`src/verilog/pin_steer_regs.svh`:
```
// Purpose: register map and field constants for peripheral enable/lock
// Assumes: byte addresses on the configuration bus, 32-bit words
// Notes: definitions only
`ifndef PIN_STEER_REGS_SVH
`define PIN_STEER_REGS_SVH
`define ADDR_ENABLE_SELECT 32'h01B3F000
`define ADDR_STATUS_WORD 32'h01B3F004
`define ADDR_UNLOCK_KEY 32'h01B3F018
`define UNLOCK_KEY_VALUE 32'h10C0010C
`define ENABLE_RESET 7'h06
`define BIT_AUDIO 0
`define BIT_SER0 1
`define BIT_SER1 2
`define BIT_TWOWIRE 3
`define BIT_VID0 4
`define BIT_VID1 5
`define BIT_VID2 6
`define ENABLE_MSB 6
`define LOCKED_BIT 0
`define WAKE_TIME_CYCLES 128
`endif

```
`src/verilog/pin_steer_pkg.sv`:
```
// Purpose: shared types for peripheral enable/lock logic
// Assumes: nothing beyond the register header
// Notes: one-hot bus state encoding
package pin_steer_pkg;
    typedef enum logic [1:0] {
        BUS_IDLE = 2'b01,
        BUS_RESP = 2'b10
    } bus_state_e;
    typedef logic [6:0] enable_t;
endpackage

```
`src/verilog/steer_if.sv`:
```
// Purpose: carries enable bits to the pin steering module
// Assumes: single clock domain
// Notes: source drives bits, steer consumes them
`timescale 1ns/100ps
interface steer_if;
    logic [6:0] bits;
    modport src (output bits);
    modport dst (input bits);
endinterface
```
`src/verilog/peripheral_enable_lock_mux.sv`:
```
// Purpose: key-locked peripheral enable register and shared pin steering
// Assumes: one-cycle configuration bus requests, answer one cycle later
// Notes: status word comes in on a port; its layout is held elsewhere
//
// What this block does
// - bit 4 enables video port a
// - bit 3 enables two-wire unit
// - bit 2 picks serial b over video b
// - bit 1 picks serial a over video a
// - bit 0 gives upper pins to audio
// - video a pins 2-8 shared with serial a
// - video b pins 2-8 shared with serial b
// - video pins 12-19 carry audio signals
// - exact key value unlocks configuration
// - lock register bit 0 reads locked flag
// - locked writes ignored, reads always work
// - an enable write or a wrong key relocks
// - only serial a and serial b enabled after power-up
// - read-only status register at 0x01B3F004
// - bits 6 and 5 enable video c, b
`timescale 1ns/100ps
`include "pin_steer_regs.svh"
module peripheral_enable_lock_mux
    import pin_steer_pkg::*;
(
    // clock and reset
    input wire logic SYS_CLK_I,
    input wire logic RST_I,
    // configuration bus
    input wire logic CFG_REQ_I,
    input wire logic CFG_WE_I,
    input wire logic [31:0] CFG_ADDR_I,
    input wire logic [31:0] CFG_WDATA_I,
    output logic CFG_ACK_O,
    output logic [31:0] CFG_RDATA_O,
    // device status word from strap logic
    input wire logic [31:0] STATUS_WORD_I,
    // peripheral enables
    output logic VIDEO_A_ON_O,
    output logic VIDEO_B_ON_O,
    output logic VIDEO_C_ON_O,
    output logic TWOWIRE_ON_O,
    output logic SERIAL_A_ON_O,
    output logic SERIAL_B_ON_O,
    output logic AUDIO_ON_O,
    // pin ownership
    output logic VIDEO_A_LOW_PINS_O,
    output logic VIDEO_B_LOW_PINS_O,
    output logic VIDEO_UPPER_PINS_O
);
    enable_t enable_reg;
    logic locked_flag_reg;
    bus_state_e state_reg;
    logic sel_enable;
    logic sel_status;
    logic sel_key;
    logic st_vid_a_low;
    logic st_ser_a;
    logic st_vid_b_low;
    logic st_ser_b;
    logic st_vid_up;
    logic st_audio;
    steer_if en_bus ();
    logic wr_req;
    logic rd_req;
    logic key_match;

    // reset image of the enables; pins show serial ownership in reset
    localparam enable_t reset_en = `ENABLE_RESET;

    // exact word match; every register sits at one full address
    function automatic logic addr_hit(
        input logic [31:0] a,
        input logic [31:0] target
    );
        addr_hit = (a == target);
    endfunction

    // strobes qualified once so the register processes stay short
    assign wr_req = CFG_REQ_I && CFG_WE_I;
    assign rd_req = CFG_REQ_I && !CFG_WE_I;
    assign key_match = CFG_WDATA_I == `UNLOCK_KEY_VALUE;

    // interface feeds the steering decode straight from the register
    assign en_bus.bits = enable_reg;
    assign sel_enable = addr_hit(CFG_ADDR_I, `ADDR_ENABLE_SELECT);
    assign sel_status = addr_hit(CFG_ADDR_I, `ADDR_STATUS_WORD);
    assign sel_key = addr_hit(CFG_ADDR_I, `ADDR_UNLOCK_KEY);

    pin_steer u_steer (
        .en(en_bus),
        .vid_a_low_o(st_vid_a_low),
        .ser_a_o(st_ser_a),
        .vid_b_low_o(st_vid_b_low),
        .ser_b_o(st_ser_b),
        .vid_up_o(st_vid_up),
        .audio_o(st_audio)
    );

    // enable register; reset value turns on only serial a and serial b
    always_ff @(posedge SYS_CLK_I or posedge RST_I) begin
        if (RST_I) begin
            enable_reg <= `ENABLE_RESET;
        end else if (wr_req && sel_enable
                     && !locked_flag_reg) begin
            enable_reg <= CFG_WDATA_I[`ENABLE_MSB:0];
        end
    end

    // lock flag: only the exact key clears it, an enable write or a wrong key sets it
    always_ff @(posedge SYS_CLK_I or posedge RST_I) begin
        if (RST_I) begin
            locked_flag_reg <= 1'b1;
        end else if (wr_req && sel_enable) begin
            locked_flag_reg <= 1'b1;
        end else if (wr_req && sel_key) begin
            if (key_match) begin
                locked_flag_reg <= 1'b0;
            end else begin
                locked_flag_reg <= 1'b1;
            end
        end
    end

    // answer phase: one-hot, a stray code drops back to idle unanswered
    always_ff @(posedge SYS_CLK_I or posedge RST_I) begin
        if (RST_I) begin
            state_reg <= BUS_IDLE;
            CFG_ACK_O <= 1'b0;
        end else begin
            case (state_reg)
                BUS_IDLE: begin
                    state_reg <= CFG_REQ_I ? BUS_RESP : BUS_IDLE;
                    CFG_ACK_O <= CFG_REQ_I;
                end
                BUS_RESP: begin
                    // back-to-back requests keep the answer phase open
                    state_reg <= CFG_REQ_I ? BUS_RESP : BUS_IDLE;
                    CFG_ACK_O <= CFG_REQ_I;
                end
                default: begin
                    state_reg <= BUS_IDLE;
                    CFG_ACK_O <= 1'b0;
                end
            endcase
        end
    end

    // read data taken on the request edge; unmapped reads return zero
    always_ff @(posedge SYS_CLK_I or posedge RST_I) begin
        if (RST_I) begin
            CFG_RDATA_O <= 32'h00000000;
        end else begin
            if (rd_req) begin
                CFG_RDATA_O <= 32'h00000000;
                if (sel_enable) begin
                    CFG_RDATA_O[`ENABLE_MSB:0] <= enable_reg;
                end
                if (sel_status) begin
                    CFG_RDATA_O <= STATUS_WORD_I;
                end
                if (sel_key) begin
                    CFG_RDATA_O[`LOCKED_BIT] <= locked_flag_reg;
                end
            end
        end
    end

    // registered outputs, one cycle behind the enable register
    always_ff @(posedge SYS_CLK_I or posedge RST_I) begin
        if (RST_I) begin
            // reset image: serial ports own the low pins, audio is off
            VIDEO_A_ON_O <= reset_en[`BIT_VID0];
            VIDEO_B_ON_O <= reset_en[`BIT_VID1];
            VIDEO_C_ON_O <= reset_en[`BIT_VID2];
            TWOWIRE_ON_O <= reset_en[`BIT_TWOWIRE];
            SERIAL_A_ON_O <= reset_en[`BIT_SER0];
            SERIAL_B_ON_O <= reset_en[`BIT_SER1];
            AUDIO_ON_O <= reset_en[`BIT_AUDIO];
            VIDEO_A_LOW_PINS_O <= !reset_en[`BIT_SER0] && reset_en[`BIT_VID0];
            VIDEO_B_LOW_PINS_O <= !reset_en[`BIT_SER1] && reset_en[`BIT_VID1];
            VIDEO_UPPER_PINS_O <= !reset_en[`BIT_AUDIO];
        end else begin
            VIDEO_A_ON_O <= enable_reg[`BIT_VID0];
            VIDEO_B_ON_O <= enable_reg[`BIT_VID1];
            VIDEO_C_ON_O <= enable_reg[`BIT_VID2];
            TWOWIRE_ON_O <= enable_reg[`BIT_TWOWIRE];
            SERIAL_A_ON_O <= st_ser_a;
            SERIAL_B_ON_O <= st_ser_b;
            AUDIO_ON_O <= st_audio;
            VIDEO_A_LOW_PINS_O <= st_vid_a_low;
            VIDEO_B_LOW_PINS_O <= st_vid_b_low;
            // upper pins go to video whenever audio is off, whatever the video enables
            VIDEO_UPPER_PINS_O <= st_vid_up;
        end
    end

    // header constants must fit the packed enable type and the data word
    if (`ENABLE_MSB + 1 != $bits(enable_t)) begin : width_check
        $error("enable field width differs from the enable type");
    end
    if ($bits(`ENABLE_RESET) != $bits(enable_t)) begin : reset_check
        $error("enable reset value width differs from the enable type");
    end
    if (`BIT_VID2 > `ENABLE_MSB) begin : field_check
        $error("an enable bit lies outside the enable field");
    end
    if (`LOCKED_BIT > 31) begin : lock_check
        $error("lock flag position lies outside the data word");
    end
endmodule

```
`src/verilog/pin_steer.sv`:
```
// Purpose: pin ownership decode from the enable bits
// Assumes: enable bits come from flip-flops on the same clock
// Notes: purely combinational; the top registers the results
`timescale 1ns/100ps
`include "pin_steer_regs.svh"
module pin_steer
    import pin_steer_pkg::*;
(
    steer_if.dst en,
    output logic vid_a_low_o,
    output logic ser_a_o,
    output logic vid_b_low_o,
    output logic ser_b_o,
    output logic vid_up_o,
    output logic audio_o
);
    // lower pins go to video only if that port is on
    always_comb begin
        ser_a_o = en.bits[`BIT_SER0];
        vid_a_low_o = !en.bits[`BIT_SER0] && en.bits[`BIT_VID0];
        ser_b_o = en.bits[`BIT_SER1];
        vid_b_low_o = !en.bits[`BIT_SER1] && en.bits[`BIT_VID1];
        audio_o = en.bits[`BIT_AUDIO];
        vid_up_o = !en.bits[`BIT_AUDIO];
    end
endmodule

```
`config.mk`:
```
export PLATFORM = sky130hd
export DESIGN_NAME = peripheral_enable_lock_mux
export DESIGN_NICKNAME = d
export VERILOG_FILES = /design/src/verilog/pin_steer_pkg.sv /design/src/verilog/steer_if.sv /design/src/verilog/peripheral_enable_lock_mux.sv /design/src/verilog/pin_steer.sv
export VERILOG_INCLUDE_DIRS = /design/src /design/src/verilog
export SDC_FILE = /design/constraint.sdc
export NUM_CORES = 1
export LEC_CHECK = 0
export CORE_MARGIN = 1.5
export CORE_UTILIZATION = 35
export CTS_BUF_LIST = sky130_fd_sc_hd__clkbuf_8
export CTS_CLUSTER_DIAMETER = 40
export DETAILED_ROUTE_END_ITERATION = 16
export DONT_BUFFER_PORTS = 1
export PLACE_DENSITY = 0.48
export SYNTH_ARGS = -nofsm -noshare
export SYNTH_HDL_FRONTEND = slang
export SYNTH_SLANG_ARGS = --single-unit
```
`constraint.sdc`:
```
create_clock -name SYS_CLK_I -period 1.45 [get_ports SYS_CLK_I]
set_input_delay 0.29 -clock SYS_CLK_I [delete_from_list [all_inputs] [get_ports SYS_CLK_I]]
set_output_delay 0.29 -clock SYS_CLK_I [all_outputs]
set_load 0.01 [all_outputs]
```
### Word-level counts from Yosys, hierarchy flattened

Cells that the tools add are included.

* register bits after elaboration: 53
* bits in latches: 0
* memory bits (writable): 0
* bits in read-only memories: 0
* input port bits: 100
* output and inout port bits: 43
* logic and storage cells: 44
* memories: 0

* add/subtract/negate cells: 0
* multipliers: 0
* divide/modulo/power cells: 0
* $lt $le $gt $ge: 0
* eq/ne operators: 6
* shifts and indexed selects: 0
* multiplexer cells: 9
* bitwise operators: 0
* reductions and logical operators: 14

Operators with widths (number)
* 32-bit by 25-bit == test with 1-bit output, second input constant: 3
* 32-bit by 29-bit == test with 1-bit output, second input constant: 1
* 32-bit two-way mux: 1
* 1-bit logical AND: 7
* 7-bit two-way mux: 1
* 1-bit logical NOT: 5
* 1-bit two-way mux: 5
* 2-bit two-way mux: 2
* 2-bit by 1-bit == test with 1-bit output, second input constant: 1
* 2-bit == test, second input constant: 1
* 2-bit nonzero test: 1
* 2-bit OR reduction: 1

### Longest topological paths before layout

Gate-level depths: netlist of the first run.

* depth in word-level cells: 4
* depth in mapped cells: 5
* mapped depth without buffers: 4

### Modules after synthesis

Synthesis of the first run repeated with hierarchy kept, for this count alone.

* cells, all modules: 219
* area, all modules: 2326.0 um^2

By module, submodules not included
* peripheral_enable_lock_mux: times used 1, cells each 213, area each 2272.2 um^2, seq. area each 1310.0 um^2
* pin_steer: times used 1, cells each 6, area each 53.8 um^2, seq. area each 0.0 um^2

### Least setup slack after synthesis of the first run

No wires, ideal clock.

* kind: in2reg
* start: in CFG_ADDR_I[26]
* end: reg enable_reg[0], in the netlist en_bus.bits[0]
* setup time: 125 ps
* arrival: 1644 ps
* data required time: 1325 ps
* slack: -319 ps
* cell stages on the path: 4
* buffers on the path: 0
* path through: nor4_2 > nand4_2 > nor4_4 > mux2_2

* word-level cells in the longest chain between the ends: 3

Ends and longest elaborated chain
* start, declared: line peripheral_enable_lock_mux.sv:32 `input wire logic [31:0] CFG_ADDR_I,`
* 32-bit by 25-bit == test with 1-bit output: line peripheral_enable_lock_mux.sv:76 `addr_hit = (a == target);`
* 1-bit logical AND: line peripheral_enable_lock_mux.sv:104 `end else if (wr_req && sel_enable`
* 1-bit logical AND: line peripheral_enable_lock_mux.sv:105 `&& !locked_flag_reg) begin`
* end signal, assigned: line peripheral_enable_lock_mux.sv:103 `` enable_reg <= `ENABLE_RESET; ``
* end signal, assigned: line peripheral_enable_lock_mux.sv:106 `` enable_reg <= CFG_WDATA_I[`ENABLE_MSB:0]; ``
* end, declared: line peripheral_enable_lock_mux.sv:51 `enable_t enable_reg;`

Every way passes these cells.
A chain may end at the register's enable or synchronous reset.

### Worst setup path after layout of the first run

* start: in CFG_ADDR_I[26]
* end: reg enable_reg[6], in the netlist en_bus.bits[6]

Same word-level chain as after synthesis.

==> flow_summary.json, run 1 <==
{
  "ys_types": 34,
  "synth_top_area_frac": 0.5269,
  "portBuffers": 0,
  "grt_pass1_vias": 1422,
  "dieWidth_microns": 81.14,
  "min_period_ns": 1.393,
  "row_count": 28,
  "numCtsBuffers": 5,
  "hold_depth": 1,
  "ys_ff_latch": 52,
  "grt-ovfl-total": 0,
  "synth_cells": 157,
  "clock_sinks": 52,
  "cp.arrival_ns": 1.58,
  "gp_congestion": 0.7332,
  "rsz0062_at_grt": "false",
  "critPathKind": "input port to register",
  "crit_top_cell": "nor4_4",
  "r2r_cells": 4,
  "cts_buffer_depth": 2,
  "skew_ns": 0.004127,
  "dp_cells": 232,
  "status": "finished clean",
  "seq_area_frac_synth": 0.6130,
  "setup_ws_ns": 0.05715,
  "wl_per_cell_microns": 19.14,
  "regMostFlops": "CFG_RDATA_O",
  "power.density_nw_per_um2": 1013,
  "fillCellCount": 574,
  "synth_nets": 257,
  "setup-violations-final": 0,
  "clkTransAtPathRegs_ns": 0.09,
  "nets": 265,
  "place_ws_ns": -0.3012,
  "leakage_nw": 1.097,
  "die_y_microns": 81.14,
  "drive_above_1_share": 0.2831,
  "min_from": "STATUS_WORD_I[8]",
  "coreArea_sq_um": 5921,
  "drt_iter0_markers": 41,
  "largest_reg_flops": 32,
  "avgSynthCellArea_sq_um": 13.61,
  "r2r-start": "locked_flag_reg$_DFFE_PP1P_",
  "routed_via_density": 5.614,
  "area_growth_pct": 13.99,
  "clock_power_share": 0.333,
  "min_to": "CFG_RDATA_O[8]$_DFFE_PP0P_",
  "synth.top_cells.by_area": "dfrtp_1, a22o_1, dfstp_2",
  "ant_nets": 0,
  "slew_headroom": 0.7411,
  "endpoint_kind": "register",
  "max-vdd-ir-drop_mv": 0.4504,
  "dp_hpwl_microns": 3439,
  "internal_power_mw": 1.929,
  "finalWirelength_microns": 4612,
  "ys.flop_type": "dfrtp_1",
  "grtUsageTotal": 0.1353,
  "fin_crit_sh": 0.9606,
  "crit_family": "simple AND/OR/NAND/NOR gates",
  "hold_viol": 0,
  "critPathBufInv": 1,
  "cp_slowest_cell": "mux2_2",
  "dieArea_sq_um": 6584,
  "worstPathCellList": "nor4_4 -> nand4_4 -> nor4_4 -> buf_6 -> mux2_2",
  "required_ns": 1.63,
  "combPwrFrac": 0.055,
  "synthArstFlopShare": 1.000,
  "p_seq_frac": 0.612,
  "synth.largest_area_cell": "dfrtp_1",
  "antenna_found_initial": 0,
  "fmax_mhz": 718.0,
  "swShare": 0.2184,
  "max-cap-violations": 0,
  "grt_pass1_wl_microns": 6789,
  "regToRegEndpoint": "en_bus.bits[6]$_DFFE_PP0P_",
  "p_switching_mw": 0.5390,
  "yosysWarnings": 0,
  "cts_tree": "done",
  "first_pass_iters": 3,
  "worstHoldPathType": "input port to register",
  "drv_slew": 0,
  "start_util": 0.3609,
  "startpoint_type": "input port",
  "ios": 143,
  "fin_cells": 241,
  "syn_area_sq_um": 2137,
  "critPathMaxFanout": 7,
  "clock_latency_ns": 0.29,
  "antennaDiodeCount": 0,
  "synth_edf_count": 0,
  "grt_max_degree": 53,
  "routed-via-count": 1353,
  "root_buffer": "clkbuf_8",
  "htree_num_levels": 2,
  "tightest_slew_ns": 0.3874,
  "cp_slowest_stage_delay_ns": 0.33,
  "r2r_slack_ns": 0.07,
  "drc": 0
}
-- stage by stage --
stage               total power, mW  TNS (ns)  utilization  area [sq um]  hold slack [ns]
floorplan                     1.646    -4.252            -          2182           0.3425
global placement              1.670    -7.731       0.3916          2318           0.2496
detailed placement            1.674    -9.351       0.3916          2318           0.2532
CTS                           2.512         0       0.4102          2429           0.1138
global route                  2.595         0       0.4115          2436           0.1092
finish                        2.468         0       0.4115          2436           0.1239
-- synthesized netlist by cell type (all sizes together), types with 2 or more instances --
cell / n
dfrtp: 45
nand4: 4
nor4b: 2
dfstp: 7
clkbuf: 4
mux2: 8
nor4bb: 2
or2: 2
or4: 3
buf: 4
nor4: 7
nor2b: 3
nand2: 11
a22o: 25
inv: 3
mux2i: 7
and4bb: 2
o21ai: 7
-- layout make-up --
type | count | area (sq um) | share of cell area
inverters | 3 | 15.01 | 0.006163
flip-flops and latches | 52 | 1310 | 0.5378
multi-input cells | 94 | 824.5 | 0.3385
well taps | 75 | 93.84 | 0.03852
clock inverters | 2 | 11.26 | 0.004622
repair buffers | 9 | 98.84 | 0.04058
clock buffers | 6 | 82.58 | 0.03390
-- how the worst max path moves through the flow --
stage	to	startpoint	slack, ns	cells past startpoint
after global placement	locked_flag_reg$_DFFE_PP1P_	CFG_ADDR_I[10]	-0.32	4
after floorplan	en_bus.bits[0]$_DFFE_PP0P_	CFG_ADDR_I[26]	-0.29	4
after detailed placement	locked_flag_reg$_DFFE_PP1P_	CFG_WDATA_I[1]	-0.30	4
after global routing	locked_flag_reg$_DFFE_PP1P_	CFG_ADDR_I[10]	0.001	4
final	en_bus.bits[6]$_DFFE_PP0P_	CFG_ADDR_I[26]	0.06	5
after CTS	locked_flag_reg$_DFFE_PP1P_	CFG_WDATA_I[1]	0.02	4
-- per-layer routing --
metal / up-vias / global-route usage / share of wire
li1: 601 / - / -
met1: 659 / 0.1498 / 0.38
met2: 88 / 0.2317 / 0.48
met3: 5 / 0.06517 / 0.13
met4: 0 / 0.03621 / 0.0091
met5: - / 0 / 0
-- power by group through the flow --
stage	clock network, mW	registers (mW)	logic (mW)
final	0.822	1.51	0.136
after global routing	0.926	1.51	0.155
after CTS	0.861	1.51	0.139
after detailed placement	0	1.54	0.135
after global placement	0	1.54	0.131
after floorplan	0	1.53	0.111
-- repair_timing --
action,CTS,global route
endpoints found under the hold margin,45,0
gates resized for setup,2,2
hold buffers,1,0
endpoints found under the setup margin,4,1
gates cloned,0,0
setup buffers,0,0
-- layout by cell type, fill, tap and decap left out, drive strengths merged, types with 4 or more instances in the layout --
cell	n
dfrtp	45
a22o	25
nand2	11
mux2	8
buf	8
dfstp	7
mux2i	7
o21ai	7
nor4	7
clkbuf	6
nand4	4
-- worst reg2reg max path: stages (launching register included) --
cell	delay, ns
dfstp_2	0.38
or2_4	0.25
nor4_4	0.14
buf_6	0.17
mux2_2	0.33
-- kinds of logic after synthesis --
kind of cell | after synthesis | synth area share
flip-flops | 52 | 0.6130
AND/OR/NAND/NOR | 44 | 0.1575
AO/OA/AOI/OAI | 34 | 0.1265
multiplexers | 15 | 0.07494
buffers and inverters | 11 | 0.02400
XOR/XNOR | 1 | 0.004099
(Power assumes the default switching activity.)
==> run 2: changes to the inputs <==
Settings changed: CORE_MARGIN 1.5 to 4, PLACE_DENSITY 0.48 to not set, PLACE_DENSITY_LB_ADDON set to 0.1, SLEW_MARGIN set to 20.
==> flow_summary.json, run 2 (synthesis results as in run 1) <==
{
  "start_util": 0.3609,
  "power.density_nw_per_um2": 1024,
  "clkTransAtPathRegs_ns": 0.09,
  "p_switching_mw": 0.5245,
  "clock_power_share": 0.361,
  "required_ns": 1.63,
  "antennaDiodeCount": 0,
  "wl_met1_microns": 1794,
  "wl_per_cell_microns": 20.40,
  "tightest_slew_ns": 0.3285,
  "numCtsBuffers": 5,
  "combPwrFrac": 0.053,
  "final_common_cell": "dfrtp_1",
  "root_buffer": "clkbuf_8",
  "crit_top_cell": "nor4_4",
  "cts_tree": "done",
  "drive_above_1_share": 0.3000,
  "critPathKind": "input port to register",
  "max-cap-violations": 0,
  "place_ws_ns": -0.3112,
  "hold_viol": 0,
  "drv_slew": 0,
  "routed-via-count": 1357,
  "fin_util": 0.4246,
  "startpoint_type": "input port",
  "skew_ns": 0.008081,
  "setup-violations-final": 0,
  "die_y_microns": 86.14,
  "clock_latency_ns": 0.29,
  "critPathMaxFanout": 7,
  "p_total_mw": 2.575,
  "coreArea_sq_um": 5921,
  "regMostFlops": "CFG_RDATA_O",
  "max-vdd-ir-drop_mv": 0.5390,
  "setup_ws_ns": 0.04765,
  "dp_hpwl_microns": 3771,
  "leakage_nw": 1.138,
  "cts_buffer_depth": 2,
  "fin_crit_sh": 0.9671,
  "swShare": 0.2037,
  "min_period_ns": 1.402,
  "slew_headroom": 0.7810,
  "endpoint_kind": "register",
  "drc": 0,
  "grtUsageTotal": 0.1261,
  "dieArea_sq_um": 7420,
  "nets": 269,
  "cp_slowest_stage_delay_ns": 0.33,
  "finalWirelength_microns": 4999,
  "gp_congestion": 0.7231,
  "ios": 143,
  "cp_slowest_cell": "mux2_2",
  "r2r_slack_ns": 0.08,
  "worstPathCellList": "nor4_4 -> nand4_4 -> nor4_4 -> buf_6 -> mux2_2",
  "cp.arrival_ns": 1.58,
  "grt_pass1_wl_microns": 7417,
  "dr.max_layer_used": "met4",
  "mostFrequentLayoutCells": "dfrtp_1, a22o_1, nand2_1",
  "grt_pass1_vias": 1421,
  "antenna_found_initial": 0,
  "clock_sinks": 52,
  "p_seq_frac": 0.586,
  "grt-ovfl-total": 0,
  "largest_reg_flops": 32,
  "drt_iter0_markers": 15,
  "ant_nets": 0,
  "dieWidth_microns": 86.14,
  "portBuffers": 0,
  "wl_met2_microns": 2476,
  "status": "finished clean",
  "htree_num_levels": 2,
  "rsz0062_at_grt": "true",
  "wl_met3_microns": 696,
  "worstHoldPathType": "input port to register",
  "routed_via_density": 5.539,
  "first_pass_iters": 4,
  "area_growth_pct": 17.62,
  "fillCellCount": 531,
  "internal_power_mw": 2.051,
  "fmax_mhz": 713.1,
  "row_count": 28,
  "grt_max_degree": 53
}
[run 2: metrics by stage]
step | hold WS (ns) | std cells | TNS, ns | area (sq um)
6_report | 0.1248 | 245 | 0 | 2514
5_1_grt | 0.1057 | 245 | -0.3356 | 2514
4_1_cts | 0.1128 | 242 | 0 | 2449
3_5_place_dp | 0.2593 | 233 | -8.296 | 2326
3_3_place_gp | 0.2485 | 233 | -7.917 | 2326
2_1_floorplan | 0.3425 | 157 | -4.252 | 2182
[run 2: path summary, 6_finish.rpt]
check,start,endpoint,cells after the start
max,CFG_ADDR_I[31],en_bus.bits[6]$_DFFE_PP0P_,5
min,STATUS_WORD_I[28],CFG_RDATA_O[28]$_DFFE_PP0P_,1
max reg2reg,locked_flag_reg$_DFFE_PP1P_,en_bus.bits[6]$_DFFE_PP0P_,4
min reg2reg,en_bus.bits[1]$_DFFE_PP1P_,SERIAL_A_ON_O$_DFF_PP1_,0
max in group asynchronous,RST_I,locked_flag_reg$_DFFE_PP1P_,3
min in group asynchronous,RST_I,CFG_RDATA_O[8]$_DFFE_PP0P_,3
[run 2: area by class of cell]
type	count	area, sq um	area share
Clock buffer	5	68.82	0.02738
Inverter	3	15.01	0.005973
Clock inverter	3	37.54	0.01493
Sequential cell	52	1310	0.5212
Tap cell	75	93.84	0.03733
Multi-Input combinational cell	94	838.3	0.3335
Timing Repair Buffer	13	150.1	0.05973
[run 2: routing by layer]
layer / track usage / vias to the layer above
met5: 0 / -
met4: 0.03453 / 0
met3: 0.05956 / 5
met2: 0.2095 / 87
met1: 0.1453 / 654
li1: - / 611
[run 2: critical path: cells and delay by family]
| family | cells | cell delay [ns] |
|---|---|---|
| AND/OR/NAND/NOR | 3 | 0.78 |
| multiplexers | 1 | 0.33 |
| buffers and inverters | 1 | 0.17 |
[run 2: power groups by stage]
stage                     clock [mW]  combinational (mW)  sequential (mW)
after detailed placement           0               0.135             1.54
after global routing            1.04               0.159             1.51
after CTS                      0.964               0.140             1.51
final                          0.928               0.137             1.51
after floorplan                    0               0.111             1.53
after global placement             0               0.131             1.54
[run 2: repair_timing]
item	4_1_cts	5_1_grt
resized for setup	2	5
hold buffers	1	0
cloned	0	1
pin swaps	0	3
endpoints found under the hold margin	45	0
setup endpoints to repair	4	9
setup buffers	0	2
==> run 3: changes to the inputs <==
Settings changed: CELL_PAD_IN_SITES_DETAIL_PLACEMENT set to 0, CELL_PAD_IN_SITES_GLOBAL_PLACEMENT set to 1, SETUP_SLACK_MARGIN set to 0.5.
==> flow_summary.json, run 3 (synthesis results as in run 1) <==
{
  "critPathBufInv": 1,
  "fillCellCount": 565,
  "worstPathCellList": "or2_4 -> nor4_4 -> buf_6 -> mux2_4",
  "min_from": "STATUS_WORD_I[25]",
  "grt-ovfl-total": 0,
  "dp_hpwl_microns": 4033,
  "antennaDiodeCount": 0,
  "portBuffers": 0,
  "place_area_sq_um": 2313,
  "htree_num_levels": 2,
  "max-cap-violations": 0,
  "finalWirelength_microns": 5505,
  "seqCellArea_sq_um": 1310,
  "clock_latency_ns": 0.30,
  "gp_congestion": 0.7063,
  "coreArea_sq_um": 5921,
  "cp_slowest_cell": "dfstp_2",
  "routed_via_density": 5.532,
  "clock_sinks": 52,
  "wl_per_cell_microns": 22.02,
  "clkTransAtPathRegs_ns": 0.10,
  "crit_family": "simple AND/OR/NAND/NOR gates",
  "drive_above_1_share": 0.3543,
  "rsz0062_at_grt": "true",
  "dieArea_sq_um": 7420,
  "startpoint_type": "register",
  "row_count": 28,
  "grtUsageTotal": 0.1404,
  "min_period_ns": 1.376,
  "grt_pass1_wl_microns": 7997,
  "mostFrequentLayoutCells": "dfrtp_1, a22o_1, nand2_1",
  "nets": 274,
  "status": "finished clean",
  "final_common_cell": "dfrtp_1",
  "cp.arrival_ns": 1.57,
  "skew_ns": 0.002229,
  "fmax_mhz": 726.7,
  "r2r-start": "locked_flag_reg$_DFFE_PP1P_",
  "drc": 0,
  "design_area_sq_um": 2606,
  "power.density_nw_per_um2": 953.9,
  "crit_path_start": "locked_flag_reg$_DFFE_PP1P_",
  "area_growth_pct": 21.96,
  "tightest_slew_ns": 0.3487,
  "dieWidth_microns": 86.14,
  "grt_max_degree": 33,
  "ant_nets": 0,
  "required_ns": 1.65,
  "critPathKind": "register to register",
  "multi_input_comb_area_sq_um": 885.9,
  "p_seq_frac": 0.607,
  "antenna_found_initial": 0,
  "critPathMaxFanout": 7,
  "numCtsBuffers": 5,
  "clock_power_share": 0.337,
  "largest_reg_flops": 32,
  "routed-via-count": 1383,
  "internal_power_mw": 1.892,
  "setup-violations-final": 0,
  "max-vdd-ir-drop_mv": 0.4049,
  "root_buffer": "clkbuf_8",
  "slew_headroom": 0.7676,
  "regMostFlops": "CFG_RDATA_O",
  "fin_hold_ws_ns": 0.1101,
  "drv_slew": 0,
  "cts_buffer_depth": 2,
  "start_util": 0.3609,
  "ios": 143,
  "first_pass_iters": 4,
  "die_y_microns": 86.14,
  "cts_tree": "done",
  "drt_iter0_markers": 25,
  "swShare": 0.2390,
  "fin_util": 0.4402,
  "leakage_nw": 1.175,
  "hold_viol": 0,
  "cp_slowest_stage_delay_ns": 0.38,
  "combPwrFrac": 0.056,
  "fin_crit_sh": 0.9490,
  "endpoint_kind": "register",
  "grt_pass1_vias": 1543,
  "p_switching_mw": 0.5941,
  "worstHoldPathType": "input port to register"
}
==> run 3: cell count changes in the layout (fill, tap and decap cells not counted), moves of 2 or more <==
cell	change
mux2_2	-6
mux2_4	+6
o21ai_1	-2
buf_6	+5
o21ai_2	+3
inv_1	-2
==> run 3: path summary, 6_finish.rpt <==
kind                       slack, ns                          end  depth (start not counted)
min in group asynchronous       0.54  CFG_RDATA_O[28]$_DFFE_PP0P_                          3
max in group asynchronous       0.58      SERIAL_B_ON_O$_DFF_PP1_                          3
hold / removal                  0.11  CFG_RDATA_O[25]$_DFFE_PP0P_                          1
setup reg to reg                0.07   en_bus.bits[5]$_DFFE_PP0P_                          4
setup / recovery                0.07   en_bus.bits[5]$_DFFE_PP0P_                          4
hold reg to reg                 0.39      SERIAL_B_ON_O$_DFF_PP1_                          0
==> run 3: power by group through the flow <==
stage / clock, mW / sequential [mW] / combinational (mW)
after global placement: 0 / 1.54 / 0.129
after CTS: 0.880 / 1.51 / 0.140
final: 0.837 / 1.51 / 0.140
after global routing: 0.950 / 1.51 / 0.160
after detailed placement: 0 / 1.54 / 0.133
after floorplan: 0 / 1.53 / 0.112
==> run 3: through the flow <==
stage | setup slack [ns] | TNS, ns | power (mW) | std cells
after floorplan | -0.2863 | -4.231 | 1.647 | 157
after CTS | 0.02028 | 0 | 2.530 | 245
final | 0.07393 | 0 | 2.486 | 250
after detailed placement | -0.3236 | -8.905 | 1.672 | 233
after global placement | -0.2935 | -7.289 | 1.667 | 233
after global routing | 0.02760 | 0 | 2.625 | 250
==> run 3: final cells by class <==
cell class / count / share of cell area
multi-input cells: 94 / 0.3399
clock inverters: 3 / 0.008161
flip-flops and latches: 52 / 0.5026
inverters: 3 / 0.005761
well taps: 75 / 0.03601
repair buffers: 18 / 0.08113
clock buffers: 5 / 0.02640
==> run 3: repair_timing <==
action	in CTS	in global routing
resized for setup	14	8
pin swaps	3	7
setup buffers	3	2
hold buffers	1	0
hold endpoints to repair	45	0
setup endpoints to repair	83	84
gates cloned	0	3
==> run 3: layer usage <==
layer | part of all wire | GRT usage | wire length (microns) | vias to the layer above
li1 | - | - | - | 626
met1 | 0.38 | 0.1642 | 2074 | 667
met2 | 0.51 | 0.2404 | 2823 | 84
met3 | 0.097 | 0.04707 | 533 | 6
met4 | 0.014 | 0.04748 | 75 | 0
met5 | 0 | 0 | 0 | -
